**config.mk**
```make
export PLATFORM = sky130hd
export DESIGN_NAME = tmpc_timer
export DESIGN_NICKNAME = d
export VERILOG_FILES = /design/src/core/tmpc_pkg.sv /design/src/core/tmpc_timer.sv /design/src/core/tmpc_deadband.sv
export SDC_FILE = /design/constraint.sdc
export NUM_CORES = 1
export LEC_CHECK = 0
export BUFFER_PORTS_ARGS = -buffer_cell sky130_fd_sc_hd__buf_2
export CAP_MARGIN = 20
export CORE_MARGIN = 2
export CORE_UTILIZATION = 51
export DETAILED_ROUTE_END_ITERATION = 8
export GPL_TIMING_DRIVEN = 0
export PLACE_DENSITY = 0.84
export SLEW_MARGIN = 5
export SYNTH_ARGS = -nofsm -noshare
export SYNTH_HDL_FRONTEND = slang
export SYNTH_SLANG_ARGS = --single-unit
```
**constraint.sdc**
```tcl
create_clock -name core_clk_i -period 3.75 [get_ports core_clk_i]
set_input_delay 0.5625 -clock core_clk_i [delete_from_list [all_inputs] [get_ports core_clk_i]]
set_output_delay 0.5625 -clock core_clk_i [all_outputs]
set_load 0.01 [all_outputs]
```
**src/core/tmpc_pkg.sv**
```systemverilog
// constants, mode codes and register map of the timer mode and polarity block
package tmpc_pkg;

	// bus and datapath widths
	localparam int unsigned ADDR_W = 12;
	localparam int unsigned DATA_W = 8;
	localparam int unsigned CNT_W  = 16;
	localparam int unsigned PRES_W = 7;
	localparam int unsigned DB_W   = 8;
	localparam int unsigned IRQ_W  = 4;

	// register addresses
	localparam logic [11:0] ADDR_CTL_A  = 12'hF06;
	localparam logic [11:0] ADDR_CTL_B  = 12'hF07;
	localparam logic [11:0] ADDR_SNAP_H = 12'hF08;
	localparam logic [11:0] ADDR_SNAP_L = 12'hF09;
	localparam logic [11:0] ADDR_STATUS = 12'hF0E;
	localparam logic [11:0] ADDR_MASK   = 12'hF0F;

	// timer_control_a fields
	localparam int unsigned CTLA_TOP_BIT  = 7;
	localparam int unsigned CTLA_INSEL    = 4;
	localparam int unsigned CTLA_DB_HI    = 3;
	localparam int unsigned CTLA_DB_LO    = 1;
	localparam int unsigned CTLA_CAPFLAG  = 0;

	// timer_control_b fields
	localparam int unsigned CTLB_RUN_BIT  = 7;
	localparam int unsigned CTLB_POL_BIT  = 6;
	localparam int unsigned CTLB_PRES_HI  = 5;
	localparam int unsigned CTLB_PRES_LO  = 3;
	localparam int unsigned CTLB_MODE_HI  = 2;
	localparam int unsigned CTLB_MODE_LO  = 0;

	// reset values
	localparam logic [7:0]  CTL_A_RST  = 8'h00;
	localparam logic [7:0]  CTL_B_RST  = 8'h00;
	localparam logic [3:0]  STATUS_RST = 4'h0;
	localparam logic [3:0]  MASK_RST   = 4'h0;
	localparam logic [15:0] COUNT_RST  = 16'h0001;
	localparam logic [15:0] SNAP_RST   = 16'h0000;
	localparam logic [7:0]  RD_IDLE    = 8'h00;

	// interrupt status bit positions
	localparam int unsigned IRQ_RELOAD  = 0;
	localparam int unsigned IRQ_CAPTURE = 1;
	localparam int unsigned IRQ_GATE    = 2;
	localparam int unsigned IRQ_SNAP    = 3;

	// operating mode codes
	localparam logic [3:0] MODE_ONESHOT  = 4'h0;
	localparam logic [3:0] MODE_CONT     = 4'h1;
	localparam logic [3:0] MODE_COUNTER  = 4'h2;
	localparam logic [3:0] MODE_PWM1     = 4'h3;
	localparam logic [3:0] MODE_CAPTURE  = 4'h4;
	localparam logic [3:0] MODE_COMPARE  = 4'h5;
	localparam logic [3:0] MODE_GATED    = 4'h6;
	localparam logic [3:0] MODE_CAPCMP   = 4'h7;
	localparam logic [3:0] MODE_PWM2     = 4'h8;
	localparam logic [3:0] MODE_CAPRST   = 4'h9;
	localparam logic [3:0] MODE_CMPCNT   = 4'hA;
	localparam logic [3:0] MODE_TRIGOS   = 4'hB;

	// deadband code meaning no added delay
	localparam logic [2:0] DB_NONE = 3'h0;

	// start-up phase for modes that wait on an input edge
	typedef enum {
		TMPC_PH_WAIT,
		TMPC_PH_RUN
	} tmpc_phase_t;

endpackage

```
**src/core/tmpc_timer.sv**
```systemverilog
// 16-bit timer mode, polarity, prescale and conversion snapshot logic
//
// Added by the designer: the address-and-strobe port.
`timescale 1ns/1ps

// Behaviour
// - run bit low stops, high runs mode
// - disabled output follows the polarity bit
// - one-shot output pulses one cycle after reload
// - other non-PWM counting modes toggle output on reload
// - counter mode counts polarity-selected input edges
// - single PWM: reload sets, match restores level
// - capture modes capture on polarity-selected edge
// - gated mode counts active level, irq inactive edge
// - capture/compare starts on first edge, then captures
// - dual PWM complement inverse, rising edges delayed
// - triggered one-shot starts on polarity-selected edge
// - prescaler divides by two to the field
// - prescaler cleared while the timer is disabled
// - four-bit mode code selects twelve modes
// - conversion start snapshots count, held until next
// - mode top bit lives in control register a
// - deadband field gives zero or 2..128 cycles
module tmpc_timer (
	input  wire logic        core_clk_i,
	input  wire logic        rst_b_i,
	input  wire logic [11:0] reg_addr_i,
	input  wire logic [7:0]  reg_wdata_i,
	input  wire logic        reg_wr_i,
	input  wire logic        reg_rd_i,
	output logic      [7:0]  reg_rdata_o,
	input  wire logic        timer_in_pin_i,
	input  wire logic        comparator_i,
	input  wire logic        adc_start_i,
	input  wire logic [15:0] reload_value_i,
	input  wire logic [15:0] pwm_value_i,
	output logic             timer_out_o,
	output logic             timer_out_n_o,
	output logic      [15:0] count_o,
	output logic      [15:0] capture_o,
	output logic             irq_o
);

	// software registers
	logic [7:0]                 timer_control_a;
	logic [7:0]                 timer_control_b;
	logic [3:0]                 irq_status;
	logic [3:0]                 irq_mask;
	logic                       capture_flag;
	logic [15:0]                snapshot;

	// decoded fields
	logic                       timer_run_bit;
	logic                       io_polarity_bit;
	logic [2:0]                 prescale_field;
	logic [3:0]                 operating_select_field;
	logic                       input_select_bit;
	logic [2:0]                 deadband_delay_field;

	// input synchronisers and edges
	logic                       pin_meta;
	logic                       pin_sync;
	logic                       cmp_meta;
	logic                       cmp_sync;
	logic                       sel_in;
	logic                       sel_prev;
	logic                       rise_edge;
	logic                       fall_edge;
	logic                       active_edge;
	logic                       inactive_edge;
	logic                       gate_open;

	// local alias of the phase type
	typedef tmpc_pkg::tmpc_phase_t tmpc_phase_t;

	// counting engine
	logic [tmpc_pkg::PRES_W-1:0] prescale_cnt;
	logic [tmpc_pkg::PRES_W-1:0] prescale_mask;
	logic                       prescale_tick;
	tmpc_phase_t                phase;
	logic [15:0]                count;
	logic                       advance;
	logic                       reload_evt;
	logic                       match_evt;
	logic                       capture_evt;
	logic                       restart_evt;
	logic                       stops_on_reload;
	logic                       is_pwm;
	logic                       timer_out_raw;
	logic                       db_true;
	logic                       db_comp;
	logic [3:0]                 irq_events;

	// field decode
	assign timer_run_bit          = timer_control_b[tmpc_pkg::CTLB_RUN_BIT];
	assign io_polarity_bit        = timer_control_b[tmpc_pkg::CTLB_POL_BIT];
	assign prescale_field         = timer_control_b[tmpc_pkg::CTLB_PRES_HI:tmpc_pkg::CTLB_PRES_LO];
	assign operating_select_field = {timer_control_a[tmpc_pkg::CTLA_TOP_BIT],
		timer_control_b[tmpc_pkg::CTLB_MODE_HI:tmpc_pkg::CTLB_MODE_LO]};
	assign input_select_bit       = timer_control_a[tmpc_pkg::CTLA_INSEL];
	assign deadband_delay_field   = timer_control_a[tmpc_pkg::CTLA_DB_HI:tmpc_pkg::CTLA_DB_LO];

	// two-stage synchronisers for pin and comparator
	always_ff @(posedge core_clk_i) begin
		if (!rst_b_i) begin
			pin_meta <= 1'b0;
			pin_sync <= 1'b0;
			cmp_meta <= 1'b0;
			cmp_sync <= 1'b0;
		end else begin
			pin_meta <= timer_in_pin_i;
			pin_sync <= pin_meta;
			cmp_meta <= comparator_i;
			cmp_sync <= cmp_meta;
		end
	end

	// previous value of the selected input
	always_ff @(posedge core_clk_i) begin
		if (!rst_b_i) begin
			sel_prev <= 1'b0;
		end else begin
			sel_prev <= sel_in;
		end
	end

	// edge classification by polarity
	assign sel_in        = input_select_bit ? cmp_sync : pin_sync;
	assign rise_edge     = sel_in & ~sel_prev;
	assign fall_edge     = ~sel_in & sel_prev;
	assign active_edge   = io_polarity_bit ? fall_edge : rise_edge;
	assign inactive_edge = io_polarity_bit ? rise_edge : fall_edge;
	assign gate_open     = sel_in ^ io_polarity_bit;

	// prescaler, held clear while stopped
	always_ff @(posedge core_clk_i) begin
		if (!rst_b_i) begin
			prescale_cnt <= '0;
		end else if (!timer_run_bit) begin
			prescale_cnt <= '0;
		end else begin
			prescale_cnt <= prescale_cnt + 7'h01;
		end
	end

	// tick once every two to the field cycles
	assign prescale_mask = tmpc_pkg::PRES_W'((16'h0001 << prescale_field) - 16'h0001);
	assign prescale_tick = timer_run_bit & ((prescale_cnt & prescale_mask) == prescale_mask);

	// per-mode count qualification
	always_comb begin
		case (operating_select_field)
			tmpc_pkg::MODE_COUNTER: advance = timer_run_bit & active_edge;
			tmpc_pkg::MODE_GATED:   advance = prescale_tick & gate_open;
			tmpc_pkg::MODE_CAPCMP:  advance = prescale_tick & (phase == tmpc_pkg::TMPC_PH_RUN);
			tmpc_pkg::MODE_TRIGOS:  advance = prescale_tick & (phase == tmpc_pkg::TMPC_PH_RUN);
			tmpc_pkg::MODE_ONESHOT,
			tmpc_pkg::MODE_CONT,
			tmpc_pkg::MODE_PWM1,
			tmpc_pkg::MODE_CAPTURE,
			tmpc_pkg::MODE_COMPARE,
			tmpc_pkg::MODE_PWM2,
			tmpc_pkg::MODE_CAPRST,
			tmpc_pkg::MODE_CMPCNT:  advance = prescale_tick;
			default:                advance = 1'b0;
		endcase
	end

	// capture qualification per mode
	always_comb begin
		case (operating_select_field)
			tmpc_pkg::MODE_CAPTURE,
			tmpc_pkg::MODE_CAPRST,
			tmpc_pkg::MODE_CMPCNT:  capture_evt = timer_run_bit & active_edge;
			tmpc_pkg::MODE_CAPCMP:  capture_evt = timer_run_bit & active_edge &
				(phase == tmpc_pkg::TMPC_PH_RUN);
			default:                capture_evt = 1'b0;
		endcase
	end

	// events derived from the count
	assign reload_evt      = advance & (count == reload_value_i);
	assign match_evt       = advance & (count == pwm_value_i);
	assign restart_evt     = capture_evt & (operating_select_field == tmpc_pkg::MODE_CAPRST);
	assign stops_on_reload = (operating_select_field == tmpc_pkg::MODE_ONESHOT) |
		(operating_select_field == tmpc_pkg::MODE_TRIGOS);
	assign is_pwm          = (operating_select_field == tmpc_pkg::MODE_PWM1) |
		(operating_select_field == tmpc_pkg::MODE_PWM2);

	// wait-for-edge phase of capture/compare and triggered one-shot
	always_ff @(posedge core_clk_i) begin
		if (!rst_b_i) begin
			phase <= tmpc_pkg::TMPC_PH_WAIT;
		end else begin
			case (phase)
				tmpc_pkg::TMPC_PH_WAIT: begin
					if (timer_run_bit && active_edge) begin
						phase <= tmpc_pkg::TMPC_PH_RUN;
					end
				end
				tmpc_pkg::TMPC_PH_RUN: begin
					if (!timer_run_bit) begin
						phase <= tmpc_pkg::TMPC_PH_WAIT;
					end
				end
				default: phase <= tmpc_pkg::TMPC_PH_WAIT;
			endcase
		end
	end

	// 16-bit count, restarts at one on reload
	always_ff @(posedge core_clk_i) begin
		if (!rst_b_i) begin
			count <= tmpc_pkg::COUNT_RST;
		end else if (restart_evt) begin
			count <= tmpc_pkg::COUNT_RST;
		end else if (reload_evt) begin
			count <= tmpc_pkg::COUNT_RST;
		end else if (advance) begin
			count <= count + 16'h0001;
		end
	end

	// input capture value
	always_ff @(posedge core_clk_i) begin
		if (!rst_b_i) begin
			capture_o <= tmpc_pkg::SNAP_RST;
		end else if (capture_evt) begin
			capture_o <= count;
		end
	end

	// last interrupt cause: set by capture, cleared by reload
	always_ff @(posedge core_clk_i) begin
		if (!rst_b_i) begin
			capture_flag <= 1'b0;
		end else if (capture_evt) begin
			capture_flag <= 1'b1;
		end else if (reload_evt) begin
			capture_flag <= 1'b0;
		end
	end

	// timer output level before deadband
	always_ff @(posedge core_clk_i) begin
		if (!rst_b_i) begin
			timer_out_raw <= 1'b0;
		end else if (!timer_run_bit) begin
			timer_out_raw <= io_polarity_bit;
		end else if (is_pwm) begin
			if (reload_evt) begin
				timer_out_raw <= ~io_polarity_bit;
			end else if (match_evt) begin
				timer_out_raw <= io_polarity_bit;
			end
		end else if (reload_evt) begin
			timer_out_raw <= ~timer_out_raw;
		end
	end

	// deadband on each output of the dual pair
	tmpc_deadband u_db_true (
		.core_clk_i  (core_clk_i),
		.rst_b_i     (rst_b_i),
		.level_i     (timer_out_raw),
		.delay_sel_i (deadband_delay_field),
		.level_o     (db_true)
	);
	tmpc_deadband u_db_comp (
		.core_clk_i  (core_clk_i),
		.rst_b_i     (rst_b_i),
		.level_i     (~timer_out_raw),
		.delay_sel_i (deadband_delay_field),
		.level_o     (db_comp)
	);

	// pin drivers; dual mode takes the deadband pair while the run bit is set
	always_ff @(posedge core_clk_i) begin
		if (!rst_b_i) begin
			timer_out_o   <= 1'b0;
			timer_out_n_o <= 1'b1;
		end else if (timer_run_bit && operating_select_field == tmpc_pkg::MODE_PWM2) begin
			timer_out_o   <= db_true;
			timer_out_n_o <= db_comp;
		end else begin
			timer_out_o   <= timer_out_raw;
			timer_out_n_o <= ~timer_out_raw;
		end
	end

	// conversion-start snapshot of the count
	always_ff @(posedge core_clk_i) begin
		if (!rst_b_i) begin
			snapshot <= tmpc_pkg::SNAP_RST;
		end else if (adc_start_i) begin
			snapshot <= count;
		end
	end

	// control register a; bit 0 is hardware status
	always_ff @(posedge core_clk_i) begin
		if (!rst_b_i) begin
			timer_control_a <= tmpc_pkg::CTL_A_RST;
		end else if (reg_wr_i && reg_addr_i == tmpc_pkg::ADDR_CTL_A) begin
			timer_control_a <= {reg_wdata_i[7:1], 1'b0};
		end
	end

	// control register b; one-shot modes drop the run bit on reload
	always_ff @(posedge core_clk_i) begin
		if (!rst_b_i) begin
			timer_control_b <= tmpc_pkg::CTL_B_RST;
		end else if (reg_wr_i && reg_addr_i == tmpc_pkg::ADDR_CTL_B) begin
			timer_control_b <= reg_wdata_i;
		end else if (reload_evt && stops_on_reload) begin
			timer_control_b[tmpc_pkg::CTLB_RUN_BIT] <= 1'b0;
		end
	end

	// interrupt events
	always_comb begin
		irq_events                        = '0;
		irq_events[tmpc_pkg::IRQ_RELOAD]  = reload_evt;
		irq_events[tmpc_pkg::IRQ_CAPTURE] = capture_evt;
		irq_events[tmpc_pkg::IRQ_GATE]    = timer_run_bit & inactive_edge &
			(operating_select_field == tmpc_pkg::MODE_GATED);
		irq_events[tmpc_pkg::IRQ_SNAP]    = adc_start_i;
	end

	// sticky status, write one to clear, new event wins
	always_ff @(posedge core_clk_i) begin
		if (!rst_b_i) begin
			irq_status <= tmpc_pkg::STATUS_RST;
		end else if (reg_wr_i && reg_addr_i == tmpc_pkg::ADDR_STATUS) begin
			irq_status <= (irq_status & ~reg_wdata_i[3:0]) | irq_events;
		end else begin
			irq_status <= irq_status | irq_events;
		end
	end

	// interrupt mask
	always_ff @(posedge core_clk_i) begin
		if (!rst_b_i) begin
			irq_mask <= tmpc_pkg::MASK_RST;
		end else if (reg_wr_i && reg_addr_i == tmpc_pkg::ADDR_MASK) begin
			irq_mask <= reg_wdata_i[3:0];
		end
	end

	assign irq_o = |(irq_status & irq_mask);

	// read data, one cycle after the strobe
	always_ff @(posedge core_clk_i) begin
		if (!rst_b_i) begin
			reg_rdata_o <= tmpc_pkg::RD_IDLE;
		end else if (reg_rd_i) begin
			case (reg_addr_i)
				tmpc_pkg::ADDR_CTL_A:  reg_rdata_o <= {timer_control_a[7:1], capture_flag};
				tmpc_pkg::ADDR_CTL_B:  reg_rdata_o <= timer_control_b;
				tmpc_pkg::ADDR_SNAP_H: reg_rdata_o <= snapshot[15:8];
				tmpc_pkg::ADDR_SNAP_L: reg_rdata_o <= snapshot[7:0];
				tmpc_pkg::ADDR_STATUS: reg_rdata_o <= {4'h0, irq_status};
				tmpc_pkg::ADDR_MASK:   reg_rdata_o <= {4'h0, irq_mask};
				default:               reg_rdata_o <= tmpc_pkg::RD_IDLE;
			endcase
		end else begin
			reg_rdata_o <= tmpc_pkg::RD_IDLE;
		end
	end

	// live count for the excluded count registers
	always_ff @(posedge core_clk_i) begin
		if (!rst_b_i) begin
			count_o <= tmpc_pkg::COUNT_RST;
		end else begin
			count_o <= count;
		end
	end

endmodule

```
**src/core/tmpc_deadband.sv**
```systemverilog
// deadband stage delaying only the rising edge of one output
`timescale 1ns/1ps
module tmpc_deadband (
	input  wire logic       core_clk_i,
	input  wire logic       rst_b_i,
	input  wire logic       level_i,
	input  wire logic [2:0] delay_sel_i,
	output logic            level_o
);

	logic [tmpc_pkg::DB_W-1:0] wait_cnt;
	logic [tmpc_pkg::DB_W-1:0] target;

	// zero or two to the code cycles of dead time
	always_comb begin
		if (delay_sel_i == tmpc_pkg::DB_NONE) begin
			target = '0;
		end else begin
			target = tmpc_pkg::DB_W'(32'h0000_0001 << delay_sel_i);
		end
	end

	// fall at once, rise only after the wait has run out
	always_ff @(posedge core_clk_i) begin
		if (!rst_b_i) begin
			wait_cnt <= '0;
			level_o  <= 1'b0;
		end else if (!level_i) begin
			wait_cnt <= '0;
			level_o  <= 1'b0;
		end else if (wait_cnt >= target) begin
			level_o  <= 1'b1;
		end else begin
			wait_cnt <= wait_cnt + 8'h01;
		end
	end

endmodule

```
==> results.md <==
* Post-Synth Simple-Gate Area at a little under a quarter
* Post-synthesis sequential area ratio at 40.51%
* H-tree Lvls at 4
* Max incr delay on CP at 0.51 ns
* Synth area leaders: dfxtp_1 41%, mux2i_1 8.4%, xnor2_1 5.7%, nor2b_1 5.3%, ha_1 3.7%
* Post-DP Area at 7119 um2
* Area Growth Syn to Fin at 20.28%
* VDD IR max at between 0.2 and 0.3 mV
* Yosys Warn Count at 0
* Postcts setup bufs at 0
* Met3 WL post-DR at 1041 um
* Initial core utilization at 52.82%
* TritonRoute pass-1 iters at 7
* Cells after Synth at around 700
* Minimum clock period at 2.964 ns
* Reg2Reg Launch Point: timer_control_a[2]
* Crit Path Class: flip-flop to flip-flop
* Switching power at 672.3 uW
* Slew @ Worst Pin at 0.7292 ns
* Clk_lat worst skew at between 0.4 and 0.5 ns
* Int Pwr at 2537 uW
* Critical Path Fanout Max at 10
* Crit start category: flip-flop
* Tcrit/Tclk final at 79.05%
* Metal2 WL at a little under 8000 um
* CTS tree: yes
* Die H at roughly 120 um
* DRC at 0
* Overall die area at approximately 14000 um2
* Pre-CTS WS at approximately 0.81 ns
* Worst hold path type: input port to flip-flop
* Post-synth net total at 774
* Ant diodes at 0
* Num CTS Buffers at 17
* Crit-path cells: clkbuf_1 > or3b_2 > ha_1 > a21boi_0 > o21a_1 > o21ai_0 > a21oi_1 > clkbuf_1 > nor4_1 > mux2i_1
* Most used DFF post-synth: dfxtp_1
* Wl on met1 at 7075 um
* Crit. End Element: flip-flop
* Largest family of logic cells by synthesized area: simple AND/OR/NAND/NOR gates
* Die W at 116.2 um
* Max cap viols at 0
* DRT antenna net count at 0
* RePlAce Congestion at 0.9195
* Pin count of the biggest net entering global routing at 17
* # IOs at 102
* Switching Fraction at 20.95%
* Cell family with most CP delay: simple AND/OR/NAND/NOR gates
* Compound-gate portion of the synthesized area at 12.54%
* Final hold vios at 0
* First-pass GRT wire length at 25990 um
* Synth unique cells at 60
* Port-buffer cells at 97
* Synth Area in Adders at 3.701%
* Final WS setup at 0.7857 ns
* Core Area at roughly 12000 um2
* Total grt overflow at 0
* # rows at 40
* Setup TNS at 0 ns
* Vias at roughly 5500
* Post-DP HPWL at 11300 um
* DRT iter0 DRCs at 440
* Final Max Tran Viols at 0
* Final layout net count at 890
* Syn_area_per_cell at between 9 and 10 um2
* Worst-path clk slew at 0.06 ns
* Total GRT Usage at 24.97%
* Post-Route WL at 16210 um
* Combinational Power Share at 3.7%
* CP max-delay cell: or3b_2
* Min-Delay Startpoint: timer_in_pin_i
* Worst Path Required at 4.10 ns
* Share of cells above drive strength 1 at between 10% and 20%
* CP bufs+invs at 2
* Root buffer cell: clkbuf_16
* Top cell by count, worst path: clkbuf_1
* Synth Area in XOR/XNOR at roughly 7.2%
* Post-synthesis mux area share at 8.940%
* Sequential power share at 43.3%
* Ys async rst share at 0%
* Final Setup Violations at 0
* F_max at 337.3 MHz
* Vias in the first global route at 5191
* Clock net sink count at 130
* Power Dens Cells at 415.3 nW/um2
* Lkg Pwr at between 0.003 and 0.004 uW
* Status: finished clean
* Skew final at approximately 0.0075 ns
* Drt wl/cell at about 16 um
* Hold slack at ~0.35 ns
* Arr. time, crit path at 3.31 ns
* Normalized max-slew margin at 51.38%
* Drt via density at 5.492
* Share of Yosys cell area claimed by the top area cell type at 40.51%
* Synthesized flop and latch total at 130
* Clock share of power at between 50% and 60%
* Final instance area at 7726 um2
* Uppermost layer routed: met4
* Antenna violations before repair at 0
* Synth area leader: dfxtp_1
* Number of gates resized after cts at 0
* Cts hold-fix bufs at 0
* CP startpoint: timer_control_a[2]
* Cell Area, Synth at about 6400 um2
* Number of synthesized flops with an enable pin at 0
* RSZ-0062 raised after global routing: false
* CTS Buffer Depth at 2
state kept, by name, summed over array words and instances, names as in the netlist, 4 cells and up:
name	flops
u_db_true.wait_cnt	8
timer_control_a	7
reg_rdata_o	8
timer_control_b	8
prescale_cnt	7
snapshot	16
irq_mask	4
count_o	16
count	16
irq_status	4
capture_o	16
u_db_comp.wait_cnt	8
layout make-up:
| class | count | area (um2) |
|---|---|---|
| multi-input combinational | 501 | 3535 |
| inverter | 9 | 33.78 |
| tap | 168 | 210.2 |
| timing repair buffer | 97 | 485.5 |
| sequential | 130 | 2603 |
| fill | 988 | 4436 |
| clock buffer | 23 | 478.0 |
| clock inverter | 9 | 128.9 |
| buffer | 56 | 252.7 |
synthesized netlist by cell type, drive strengths merged (15+ instances only):
master  number
dfxtp      130
mux2i       54
nor2b       54
nor2        42
xnor2       42
clkbuf      40
nand2       35
and2        20
nand3       20
ha          19
o21ai       18
a21oi       17
buf         16
nor3        15
cells in the final DEF (no fill, tap or decap), types with 10 or more instances in the layout:
cell | netlist | final
dfxtp_1 | 130 | 130
buf_2 | 10 | 107
mux2i_1 | 54 | 54
nor2b_1 | 54 | 54
clkbuf_1 | 40 | 43
xnor2_1 | 42 | 42
nor2_1 | 42 | 42
nand2_1 | 35 | 35
and2_1 | 20 | 20
nand3_1 | 19 | 19
ha_1 | 19 | 19
o21ai_0 | 18 | 18
a21oi_1 | 17 | 17
clkbuf_16 | 0 | 17
nor3_1 | 15 | 15
nand4_1 | 12 | 12
a21boi_0 | 12 | 12
and3_1 | 11 | 11
xor2_1 | 11 | 11
a22oi_1 | 10 | 10
metrics by stage:
stage,utilization [%],power [uW],cells
CTS,63.53,3210,993
global placement,58.54,1531,961
finish,63.53,3209,993
floorplan,-,1480,696
global route,63.53,3274,993
detailed placement,58.54,1534,961
path summary, 6_finish.rpt:
check | to | slack, ns | depth (start not counted)
worst max-delay path | u_db_comp.wait_cnt[6] | 0.79 | 10
worst min-delay path | pin_meta | 0.35 | 2
worst max register to register | u_db_comp.wait_cnt[6] | 0.79 | 10
worst min register to register | pin_sync | 0.43 | 1
power groups by stage:
stage	clock, uW	combinational (uW)	sequential (uW)
4_1_cts	1700	117	1390
2_1_floorplan	0	62.2	1420
5_1_grt	1760	128	1390
3_5_place_dp	0	115	1420
6_report	1700	118	1390
3_3_place_gp	0	113	1420
metal layers:
| metal | GRT usage [%] | vias up |
|---|---|---|
| met2 | 41.71 | 193 |
| met4 | 8.413 | 0 |
| met3 | 6.227 | 30 |
| met1 | 31.65 | 2556 |
| li1 | - | 2675 |
| met5 | 0 | - |
cell families (layout without fill, tap and decap cells):
kind of cell / Yosys count / count (layout)
buf+inv: 65 / 194
xor+xnor: 53 / 53
fa+ha+maj: 19 / 19
mux: 57 / 57
simple gates: 259 / 259
flops: 130 / 130
compound gates: 113 / 113
No activity file was read; power rests on OpenSTA's default activity.
